<file path="config.mk">
export PLATFORM = sky130hd
export DESIGN_NAME = rps_reset_phase_sequencer
export DESIGN_NICKNAME = d
export VERILOG_FILES = /design/src/hw/rps_pkg.sv /design/src/hw/rps_reset_phase_sequencer.sv
export VERILOG_INCLUDE_DIRS = /design/src /design/src/hw
export SDC_FILE = /design/constraint.sdc
export NUM_CORES = 1
export LEC_CHECK = 0
export ABC_AREA = 1
export BUFFER_PORTS_ARGS = -buffer_cell sky130_fd_sc_hd__buf_2
export CAP_MARGIN = 20
export CORE_UTILIZATION = 40
export DETAILED_ROUTE_END_ITERATION = 6
export SLEW_MARGIN = 40
export SYNTH_ARGS = -nofsm -noshare
export SYNTH_HDL_FRONTEND = slang
export SYNTH_SLANG_ARGS = --single-unit
</file>
<file path="constraint.sdc">
create_clock -name clk_i -period 2.4 [get_ports clk_i]
set_input_delay 0.24 -clock clk_i [delete_from_list [all_inputs] [get_ports clk_i]]
set_output_delay 0.24 -clock clk_i [all_outputs]
set_load 0.05 [all_outputs]
</file>
<file path="src/hw/rps_consts.svh">
// Timing constants for the reset phase sequencer.
// Assumes a 20 MHz clock; all counts derived from times in their own units.
`ifndef RPS_CONSTS_SVH
`define RPS_CONSTS_SVH

`define RPS_CLK_HZ          20000000
// Destructive with self-test, ms (min 40, max 51)
`define RPS_DRB_MIN_MS      40
`define RPS_DRB_MAX_MS      51
// Destructive without self-test, us
`define RPS_DR_MIN_US       500
`define RPS_DR_MAX_US       5000
// External long with self-test, ms
`define RPS_ERLB_MIN_MS     41
`define RPS_ERLB_MAX_MS     49
// Functional long / short, us
`define RPS_FRL_MIN_US      35
`define RPS_FRL_MAX_US      400
`define RPS_FRS_MIN_US      1
`define RPS_FRS_MAX_US      10

// Cycle counts: time multiplied by clocks per ms or per us
`define RPS_CYC_MS(t)       ((t) * (`RPS_CLK_HZ / 1000))
`define RPS_CYC_US(t)       ((t) * (`RPS_CLK_HZ / 1000000))

// Nominal sequence targets, set between min and max
`define RPS_DRB_CYC         `RPS_CYC_MS(45)
`define RPS_DR_CYC          `RPS_CYC_US(2000)
`define RPS_ERLB_CYC        `RPS_CYC_MS(45)
`define RPS_FRL_CYC         `RPS_CYC_US(150)
`define RPS_FRS_CYC         `RPS_CYC_US(4)

// Phase share of a sequence, in eighths
`define RPS_OSC_SHARE       1
`define RPS_FLASH_SHARE     1
`define RPS_CFG_SHARE       1
`define RPS_CNT_W           32

`endif

</file>
<file path="src/hw/rps_pkg.sv">
// Types for the reset phase sequencer.
// Assumes rps_consts.svh holds all numeric constants.
package rps_pkg;

  typedef enum logic [2:0] {
    RPS_SEQ_DESTR_BIST,
    RPS_SEQ_DESTR_NOBIST,
    RPS_SEQ_EXT_LONG_BIST,
    RPS_SEQ_FUNC_LONG,
    RPS_SEQ_FUNC_SHORT
  } rps_seq_t;

  typedef enum logic [3:0] {
    RPS_ST_OSC,
    RPS_ST_FLASH,
    RPS_ST_CFG,
    RPS_ST_ST_SETUP,
    RPS_ST_MEM_TEST,
    RPS_ST_LOGIC_TEST,
    RPS_ST_RUN
  } rps_state_t;

  typedef struct packed {
    logic func_trig;
    logic func_long;
    logic func_pin_en;
    logic ext_long;
    logic bist_en;
  } rps_req_t;

  typedef struct packed {
    logic osc_ok;
    logic flash_done;
    logic cfg_done;
    logic mem_test_done;
    logic logic_test_done;
  } rps_unit_done_t;

  typedef struct packed {
    logic flash_start;
    logic cfg_start;
    logic mem_test_start;
    logic logic_test_start;
  } rps_unit_start_t;

endpackage : rps_pkg

</file>
<file path="src/hw/rps_reset_phase_sequencer.sv">
// Reset phase sequencer: steps oscillator, flash, configuration, self-test, run.
// Assumes one 20 MHz clock; reset pin sampled synchronously, open drain.
// Notes on behaviour
// - Five sequences: destructive with/without self-test, external long, functional long/short.
// - Internal sequence ends exactly as application run mode begins.
// - Reset pin is bidirectional; outside generator or device may pull low.
// - Device never drives pin high; outside pull-up gives the high level.
// - Device releases its low drive at the end of its sequence.
// - Pin held low externally keeps the sequencer in last configuration phase.
// - Self-test order: osc, flash, config, self-test, flash, config, run.
// - Self-test state does setup, memory test, then logic test.
// - Destructive 40-51 ms with test, 500-5000 us without; external 41-49 ms.
// - Functional long 35-400 us; functional short 1-10 us.
// - External low starts a sequence only if device was running and released.
// - Functional sequences from func_trig drive pin low only when func_pin_en is set; a pin-started short always drives.
`timescale 1ns/1ps
`include "rps_consts.svh"

module rps_reset_phase_sequencer (
  input  wire logic                    clk_i,
  input  wire logic                    reset_n_i,
  input  wire rps_pkg::rps_req_t       req_i,
  input  wire rps_pkg::rps_unit_done_t done_i,
  input  wire logic                    rst_pin_n_i,
  output logic                         rst_pin_n_o,
  output logic                         rst_pin_oe_o,
  output rps_pkg::rps_unit_start_t     start_o,
  output rps_pkg::rps_state_t          state_o,
  output rps_pkg::rps_seq_t            seq_o,
  output logic                         run_mode_o,
  output logic                         first_fetch_o
);

  // ------------------------------------------------------------
  // State
  // ------------------------------------------------------------
  rps_pkg::rps_state_t            state_q, state_d;
  rps_pkg::rps_seq_t              seq_q,   seq_d;
  logic                           second_q, second_d;
  logic                           drive_q, drive_d;
  logic                           pin_prev_q, pin_prev_d;
  logic [`RPS_CNT_W-1:0]          cnt_q,   cnt_d;
  logic [`RPS_CNT_W-1:0]          total_q, total_d;
  logic                           fetch_q, fetch_d;
  logic                           bist_seq;
  logic [`RPS_CNT_W-1:0]          slice;
  logic                           boot_q,  boot_d;
  logic                           run_q,   run_d;
  logic                           ext_trig;
  logic                           last_cfg;

  // ------------------------------------------------------------
  // Decode
  // ------------------------------------------------------------
  // Cycles per eighth of the chosen total
  assign slice    = total_q >> 3;
  // Sequences that pass through the self-test states
  assign bist_seq = (seq_q == rps_pkg::RPS_SEQ_DESTR_BIST) ||
                    (seq_q == rps_pkg::RPS_SEQ_EXT_LONG_BIST);
  // Final configuration pass of the running sequence
  assign last_cfg = !bist_seq || second_q;
  // Outside low edge while running with the pin released
  assign ext_trig = pin_prev_q && !rst_pin_n_i && !drive_q;

  // ------------------------------------------------------------
  // Sequence lengths
  // ------------------------------------------------------------
  function automatic logic [`RPS_CNT_W-1:0] seq_cycles(input rps_pkg::rps_seq_t s);
    case (s)
      rps_pkg::RPS_SEQ_DESTR_BIST:    seq_cycles = `RPS_CNT_W'(`RPS_DRB_CYC);
      rps_pkg::RPS_SEQ_DESTR_NOBIST:  seq_cycles = `RPS_CNT_W'(`RPS_DR_CYC);
      rps_pkg::RPS_SEQ_EXT_LONG_BIST: seq_cycles = `RPS_CNT_W'(`RPS_ERLB_CYC);
      rps_pkg::RPS_SEQ_FUNC_LONG:     seq_cycles = `RPS_CNT_W'(`RPS_FRL_CYC);
      rps_pkg::RPS_SEQ_FUNC_SHORT:    seq_cycles = `RPS_CNT_W'(`RPS_FRS_CYC);
      default:                        seq_cycles = `RPS_CNT_W'(`RPS_DR_CYC);
    endcase
  endfunction : seq_cycles

  // ------------------------------------------------------------
  // Next state
  // ------------------------------------------------------------
  always_comb begin
    state_d    = state_q;
    seq_d      = seq_q;
    second_d   = second_q;
    drive_d    = drive_q;
    cnt_d      = cnt_q;
    total_d    = total_q;
    fetch_d    = 1'b0;
    boot_d     = 1'b0;
    pin_prev_d = rst_pin_n_i;
    if (cnt_q != '0) begin
      cnt_d = cnt_q - `RPS_CNT_W'(1);
    end
    case (state_q)
      rps_pkg::RPS_ST_OSC: begin
        if (done_i.osc_ok && cnt_q == '0) begin
          state_d = rps_pkg::RPS_ST_FLASH;
          cnt_d   = slice;
        end
      end
      rps_pkg::RPS_ST_FLASH: begin
        if (done_i.flash_done && cnt_q == '0) begin
          state_d = rps_pkg::RPS_ST_CFG;
          cnt_d   = slice;
        end
      end
      rps_pkg::RPS_ST_CFG: begin
        if (done_i.cfg_done && cnt_q == '0) begin
          if (!last_cfg) begin
            state_d = rps_pkg::RPS_ST_ST_SETUP;
            cnt_d   = slice;
          end else if (!drive_q && rst_pin_n_i) begin
            state_d  = rps_pkg::RPS_ST_RUN;
            fetch_d  = 1'b1;
          end else begin
            // Own drive off first, so the pin shows the outside level
            drive_d  = 1'b0;
          end
        end
      end
      rps_pkg::RPS_ST_ST_SETUP: begin
        if (cnt_q == '0) begin
          state_d = rps_pkg::RPS_ST_MEM_TEST;
          cnt_d   = slice;
        end
      end
      rps_pkg::RPS_ST_MEM_TEST: begin
        if (done_i.mem_test_done && cnt_q == '0) begin
          state_d = rps_pkg::RPS_ST_LOGIC_TEST;
          cnt_d   = slice;
        end
      end
      rps_pkg::RPS_ST_LOGIC_TEST: begin
        if (done_i.logic_test_done && cnt_q == '0) begin
          state_d  = rps_pkg::RPS_ST_FLASH;
          second_d = 1'b1;
          cnt_d    = slice;
        end
      end
      rps_pkg::RPS_ST_RUN: begin
        // A high-to-low pin edge after release, or func_trig, starts anew
        if (ext_trig) begin
          seq_d    = req_i.ext_long ? rps_pkg::RPS_SEQ_EXT_LONG_BIST
                                    : rps_pkg::RPS_SEQ_FUNC_SHORT;
          drive_d  = 1'b1;
        end else if (req_i.func_trig) begin
          seq_d    = req_i.func_long ? rps_pkg::RPS_SEQ_FUNC_LONG
                                     : rps_pkg::RPS_SEQ_FUNC_SHORT;
          drive_d  = req_i.func_pin_en;
        end
        if (ext_trig || req_i.func_trig) begin
          second_d = 1'b0;
          total_d  = seq_cycles(seq_d);
          cnt_d    = seq_cycles(seq_d) >> 3;
          state_d  = (seq_d == rps_pkg::RPS_SEQ_EXT_LONG_BIST) ? rps_pkg::RPS_ST_OSC
                                                              : rps_pkg::RPS_ST_FLASH;
        end
      end
      default: begin
        state_d = rps_pkg::RPS_ST_OSC;
      end
    endcase
    // First edge after reset: self-test choice from configuration
    if (boot_q) begin
      seq_d   = req_i.bist_en ? rps_pkg::RPS_SEQ_DESTR_BIST
                              : rps_pkg::RPS_SEQ_DESTR_NOBIST;
      total_d = seq_cycles(seq_d);
      cnt_d   = seq_cycles(seq_d) >> 3;
      state_d = rps_pkg::RPS_ST_OSC;
    end
    run_d = (state_d == rps_pkg::RPS_ST_RUN);
  end

  // ------------------------------------------------------------
  // Registers
  // ------------------------------------------------------------
  always_ff @(posedge clk_i or negedge reset_n_i) begin
    if (!reset_n_i) begin
      state_q    <= rps_pkg::RPS_ST_OSC;
      seq_q      <= rps_pkg::RPS_SEQ_DESTR_NOBIST;
      second_q   <= 1'b0;
      drive_q    <= 1'b1;
      pin_prev_q <= 1'b0;
      cnt_q      <= '0;
      total_q    <= '0;
      fetch_q    <= 1'b0;
      boot_q     <= 1'b1;
      run_q      <= 1'b0;
    end else begin
      state_q    <= state_d;
      seq_q      <= seq_d;
      second_q   <= second_d;
      drive_q    <= drive_d;
      pin_prev_q <= pin_prev_d;
      cnt_q      <= cnt_d;
      total_q    <= total_d;
      fetch_q    <= fetch_d;
      boot_q     <= boot_d;
      run_q      <= run_d;
    end
  end

  // ------------------------------------------------------------
  // Outputs
  // ------------------------------------------------------------
  assign rst_pin_n_o   = 1'b0;
  assign rst_pin_oe_o  = drive_q;
  assign state_o       = state_q;
  assign seq_o         = seq_q;
  assign run_mode_o    = run_q;
  assign first_fetch_o = fetch_q;

  // ------------------------------------------------------------
  // Unit starts
  // ------------------------------------------------------------
  assign start_o.flash_start      = (state_q == rps_pkg::RPS_ST_FLASH);
  assign start_o.cfg_start        = (state_q == rps_pkg::RPS_ST_CFG);
  assign start_o.mem_test_start   = (state_q == rps_pkg::RPS_ST_MEM_TEST);
  assign start_o.logic_test_start = (state_q == rps_pkg::RPS_ST_LOGIC_TEST);

endmodule : rps_reset_phase_sequencer

</file>
=== Word-level counts from Yosys, hierarchy flattened ===
Index checks and enable logic that the tools add are counted.

* Word-level logic and storage cells: 109
* Register bits after elaboration: 77

* Equality and inequality tests: 20
* Reductions and logical operators: 29
* Add/sub/neg operators: 1
* Multiplexer cells: 49

{| class="wikitable"
|+ Operators with widths
! kind !! count
|-
| 2-to-1 mux 32 bit || 13
|-
| one-hot mux 32 bit (7 select lines) || 1
|-
| one-hot mux 20 bit (3 select lines) || 2
|-
| 2-to-1 mux 4 bit || 10
|-
| logical NOT 32 bit || 1
|-
| nonzero test 32 bit || 1
|-
| subtractor 32 x 1 -> 32 bit (second input constant) || 1
|-
| one-hot mux 4 bit (7 select lines) || 1
|-
| 2-to-1 mux 3 bit || 7
|-
| == test 4 x 3 -> 1 bit (second input constant) || 4
|-
| 2-to-1 mux 1 bit || 13
|-
| == test 3 x 2 -> 1 bit (second input constant) || 3
|-
| logical NOT 3 bit || 3
|-
| == test 4 x 2 -> 1 bit (second input constant) || 2
|-
| logical AND 1 bit || 8
|-
| nonzero test 2 bit || 4
|-
| != test 2 x 1 -> 1 bit (second input constant) || 3
|-
| AND reduction 5 bit || 1
|-
| == test 1 x 2 -> 1 bit (second input constant) || 2
|-
| == test 4 x 1 -> 1 bit (second input constant) || 1
|-
| logical NOT 4 bit || 1
|-
| != test 2 bit (second input constant) || 2
|-
| one-hot mux 1 bit (2 select lines) || 2
|-
| OR reduction 2 bit || 2
|-
| other kinds (7) || 11
|}

=== Logic depth before layout (Yosys ltp) ===
* Depth after elaboration: 11
* Depth in mapped cells: 17
* Mapped depth without buffers: 17

=== Least setup slack after synthesis ===
No wires, ideal clock.

* Kind: reg-to-reg
* Start point: register state_q[2] (netlist: state_o[2])
* End point: register cnt_q[2]
* Data arrival time: 2.444 ns
* Setup time: 0.065 ns
* Required time: 2.335 ns
* Cell stages (with the launch flop): 12
* Clock period less this slack: 2.509 ns
* Setup slack: -0.109 ns
* Cell sequence: dfrtp_1 nor2_2 inv_1 nor3_2 inv_1 o21ai_1 nand2_1 nand2_1 nor2_1 nand2_1 nand2_1 nand2_1

{| class="wikitable"
|+ RTL lines
! what !! RTL line !! source
|-
| from (decl) || rps_reset_phase_sequencer.sv:37 || <nowiki>rps_pkg::rps_state_t state_q, state_d;</nowiki>
|-
| from (signal assigned) || rps_reset_phase_sequencer.sv:180 || <nowiki>state_q <= rps_pkg::RPS_ST_OSC;</nowiki>
|-
| from (signal assigned) || rps_reset_phase_sequencer.sv:191 || <nowiki>state_q <= state_d;</nowiki>
|-
| to (signal assigned) || rps_reset_phase_sequencer.sv:196 || <nowiki>cnt_q <= cnt_d;</nowiki>
|-
| to (decl) || rps_reset_phase_sequencer.sv:42 || <nowiki>logic [`RPS_CNT_W-1:0] cnt_q, cnt_d;</nowiki>
|}

=== Final worst setup path ===
* Start point: register cnt_q[3]
* End point: register cnt_q[16]

* Cells in the longest elaborated chain, start to end: 6
* Elaborated cells between the ends (all ways): 19

{| class="wikitable"
|+ Ends and longest elaborated chain
! what !! RTL line !! source
|-
| subtractor 32 x 1 -> 32 bit or nonzero test 32 bit (tied branches) || rps_reset_phase_sequencer.sv:93, rps_reset_phase_sequencer.sv:92 ||
|-
| 2-to-1 mux 32 bit || rps_reset_phase_sequencer.sv:92 || <nowiki>if (cnt_q != '0) begin</nowiki>
|-
| 2-to-1 mux 32 bit || rps_reset_phase_sequencer.sv:110 || <nowiki>if (!last_cfg) begin</nowiki>
|-
| 2-to-1 mux 32 bit || rps_reset_phase_sequencer.sv:109 || <nowiki>if (done_i.cfg_done && cnt_q == '0) begin</nowiki>
|-
| one-hot mux 32 bit (7 select lines) * || rps_reset_phase_sequencer.sv:95 || <nowiki>case (state_q)</nowiki>
|-
| 2-to-1 mux 32 bit * || rps_reset_phase_sequencer.sv:165 || <nowiki>if (boot_q) begin</nowiki>
|-
| named net cnt_d[16] || rps_reset_phase_sequencer.sv:42 ||
|}

The timed path passes the listed nets; every way through them passes the cells marked *.
A chain may end at the register's enable or synchronous reset.

==> qor.csv <==
stage,metric,value,unit
timing,hold_violations,0,
timing,relSlewSlack,0.4627,
drt,drt_iter0_drc,316,
timing,max_freq,0.4423,GHz
floorplan,die_y,112.9,um
power,p_sw,0.0008471,W
power,p_sw_frac,0.3410,
clock_network,cts-root-buf,clkbuf_16,
global_routing,antenna_found_initial,0,
power,p_int,0.001637,W
global_routing,grt_remaining_overflow,0,
floorplan,rows,40,
timing,rsz0062_at_grt,true,
placement,dp_cells,1018,
drt,route.vias.total,5467,
synthesis,syn_area_per_cell,6.013,um^2
synthesis,yosysTopAreaCell,dfrtp_1,
placement,post-place-ws,0.1102,ns
synthesis,synth-edff-count,0,
power,pwr-share-comb,0.251,
setup_path,start_kind,flop,
worst_hold_path,hp-class,input port to flop,
power,leakage,3.194,nW
global_routing,grt_max_degree,23,
drt,top_layer,met4,
drt,met2_length,7530,um
final_layout,final_util,0.4765,
synthesis,ys_ff_latch,53,
final_layout,synthToLayoutAreaGrowth,16.36,%
drt,wl,16390,um
final_layout,drive_gt1_frac,0.1723,
placement,place_area,0.005464,mm^2
floorplan,die_w,112.9,um
timing,worst_slack,0.1393,ns
clock_network,clock_latency,0.32,ns
setup_path,critPathMaxFanout,8,
synthesis,async_flop_share,1.000,
power,seqPwrFrac,0.396,
final_layout,diodes,0,
final_layout,design_area,0.005723,mm^2
status,status,finished clean,
global_routing,grt_pass1_vias,5191,
drt,via_per_inst,5.313,
synthesis,synthTopCellsByArea,"dfrtp_1 25%, nand2_1 23%, nand3_1 8.3%",
timing,post-route-min-period,2.261,ns
power,p_total,0.002484,W
global_routing,grt_pass1_wl,26300,um
synthesis,ys.flop_type,dfrtp_1,
floorplan,fp.dieArea,0.01274,mm^2
clock_network,clkTransAtPathRegs,0.08,ns
timing,finalMaxSlewViolations,0,
synthesis,synth_warnings,0,
timing,tightestPinTransition,0.8010,ns
placement,hpwl,12630,um
synthesis,ys_seq_area_frac,0.2704,
synthesis,yosys-top-cells-count,"297 x nand2_1, 96 x nor2_1, 91 x inv_1",
floorplan,core,0.01201,mm^2
timing,fin_worst_skew,0.01485,ns
synthesis,yosysUniqueCellTypes,49,
clock_network,h-tree-depth,2,
power,p_per_area,434.1,mW/mm^2
setup_path,cp.arrival,2.44,ns
clock_network,cts_tree,built,
drt,wl_met3,993,um
setup_path,cp-end-kind,flop,
placement,gp_congestion,0.9552,
drt,firstDrtPassIters,5,
clock_network,clock_path_buffers,2,
setup_path,worstPathRequired,2.58,ns
drt,drc_errors,0,
synthesis,synth_most_common_cell,nand2_1,
job,maxCapViolCount,0,
final_layout,instances_no_fill,1029,
power,ir_drop,0.0002578,V
global_routing,grt_usage,0.2669,
synthesis,yosysTopAreaCellShare,0.2544,
floorplan,start_util,0.4095,
placement,io_buffer_count,26,
synthesis,syn_area,0.004918,mm^2
final_layout,final_nets,895,
clock_network,clkSinkCount,53,
timing,setup_viol,0,
drt,wl_per_cell,15.93,um
drt,wl_met1,7286,um
drt,ant_nets,0,
synthesis,synthesis.instances,818,
floorplan,io_pins,28,
setup_path,crit_type,flop to flop,
timing,finalCritPeriodShare,0.9420,
power,clkPwrFrac,0.353,
clock_network,cts_buffers,5,
## power groups by stage
| stage | clock [W] | sequential, W | combinational [W] |
|---|---|---|---|
| after detailed placement | 0 | 0.000998 | 0.000601 |
| after global routing | 0.000930 | 0.000988 | 0.000704 |
| after CTS | 0.000895 | 0.000981 | 0.000606 |
| after global placement | 0 | 0.000998 | 0.000604 |
| final | 0.000878 | 0.000983 | 0.000623 |
| after floorplan | 0 | 0.000997 | 0.000408 |
## cell type report
type | instances | area, um^2
fillers | 1268 | 6289
multi-input cells | 656 | 3213
flip-flops and latches | 53 | 1330
repair buffers | 69 | 467.9
inverters | 96 | 360.3
well taps | 147 | 183.9
clock buffers | 6 | 128.9
clock inverters | 2 | 38.79
## state kept, by name, indices dropped and copies added (netlist names)
| signal | count |
|---|---|
| boot_q | 1 |
| cnt_q | 32 |
| first_fetch_o | 1 |
| pin_prev_q | 1 |
| rst_pin_oe_o | 1 |
| run_mode_o | 1 |
| second_q | 1 |
| seq_o | 3 |
| state_o | 4 |
| total_q | 8 |
## worst max-delay path, cell delays in order (launching register included)
cell and delay [ns]:
dfrtp_1 0.47, nor2_2 0.19, nand2_4 0.11, nor2_8 0.17
nand2_4 0.08, nor2_8 0.15, nand3_1 0.12, nand2_1 0.19
o21ai_1 0.23, nand2_1 0.11, nand2_1 0.05, nor2_1 0.09
nand2_1 0.06, nand2_1 0.05, nand2_1 0.04
## routing by layer
layer | up-vias | track usage
met5 | - | 0
met4 | 0 | 0.1202
met3 | 41 | 0.04231
met2 | 196 | 0.4420
met1 | 2508 | 0.3435
li1 | 2722 | -
## per-stage QoR
stage          TNS (ns)  hold WS (ns)
2_1_floorplan         0      -0.05559
3_3_place_gp          0        0.2338
3_5_place_dp          0        0.2379
4_1_cts               0       0.04415
5_1_grt        -0.05684       0.04894
6_report              0       0.05351
## path summary, 6_finish.rpt
path | endpoint | depth (start not counted) | from | slack [ns]
min reg2reg | second_q$_DFFE_PN0P_ | 2 | second_q$_DFFE_PN0P_ | 0.49
max reg2reg | cnt_q[16]$_DFF_PN0_ | 14 | cnt_q[3]$_DFF_PN0_ | 0.14
max in group asynchronous | seq_o[0]$_DFFE_PN1P_ | 3 | reset_n_i | 1.26
min | pin_prev_q$_DFF_PN0_ | 1 | rst_pin_n_i | 0.05
min in group asynchronous | cnt_q[30]$_DFF_PN0_ | 2 | reset_n_i | 0.42
max | cnt_q[16]$_DFF_PN0_ | 14 | cnt_q[3]$_DFF_PN0_ | 0.14
## cells in the final DEF (no fill, tap or decap), types with 3 or more instances in the layout
cell type	instances
nand3_1	82
o21ai_1	8
nand2_4	6
o211ai_1	11
nand2_2	18
xor2_1	13
clkbuf_16	5
nand3_4	3
buf_4	41
a21oi_1	15
nand4_1	9
buf_2	26
inv_2	6
dfrtp_1	50
nor2_2	20
nor3_1	15
dfstp_2	3
o21ai_0	31
inv_1	89
nor2_4	7
conb_1	3
nor2_1	93
nand2_1	289
## cells by family (layout without fill, tap and decap cells)
kind of cell | after synthesis | count (layout) | share of synthesized area
compound gates | 80 | 80 | 0.09362
simple gates | 557 | 557 | 0.5134
other cells | 1 | 3 | 0.0007624
flops | 53 | 53 | 0.2704
buf+inv | 111 | 173 | 0.09260
fa+ha+maj | 1 | 1 | 0.002543
xor+xnor | 15 | 15 | 0.02671
## what timing repair did
| item | 4_1_cts | 5_1_grt |
|---|---|---|
| resized for setup | 0 | 22 |
| setup buffers | 0 | 2 |
| hold buffers | 1 | 0 |
| hold endpoints to repair | 18 | 0 |
| endpoints found under the setup margin | 0 | 26 |
(Power assumes the default switching activity.)
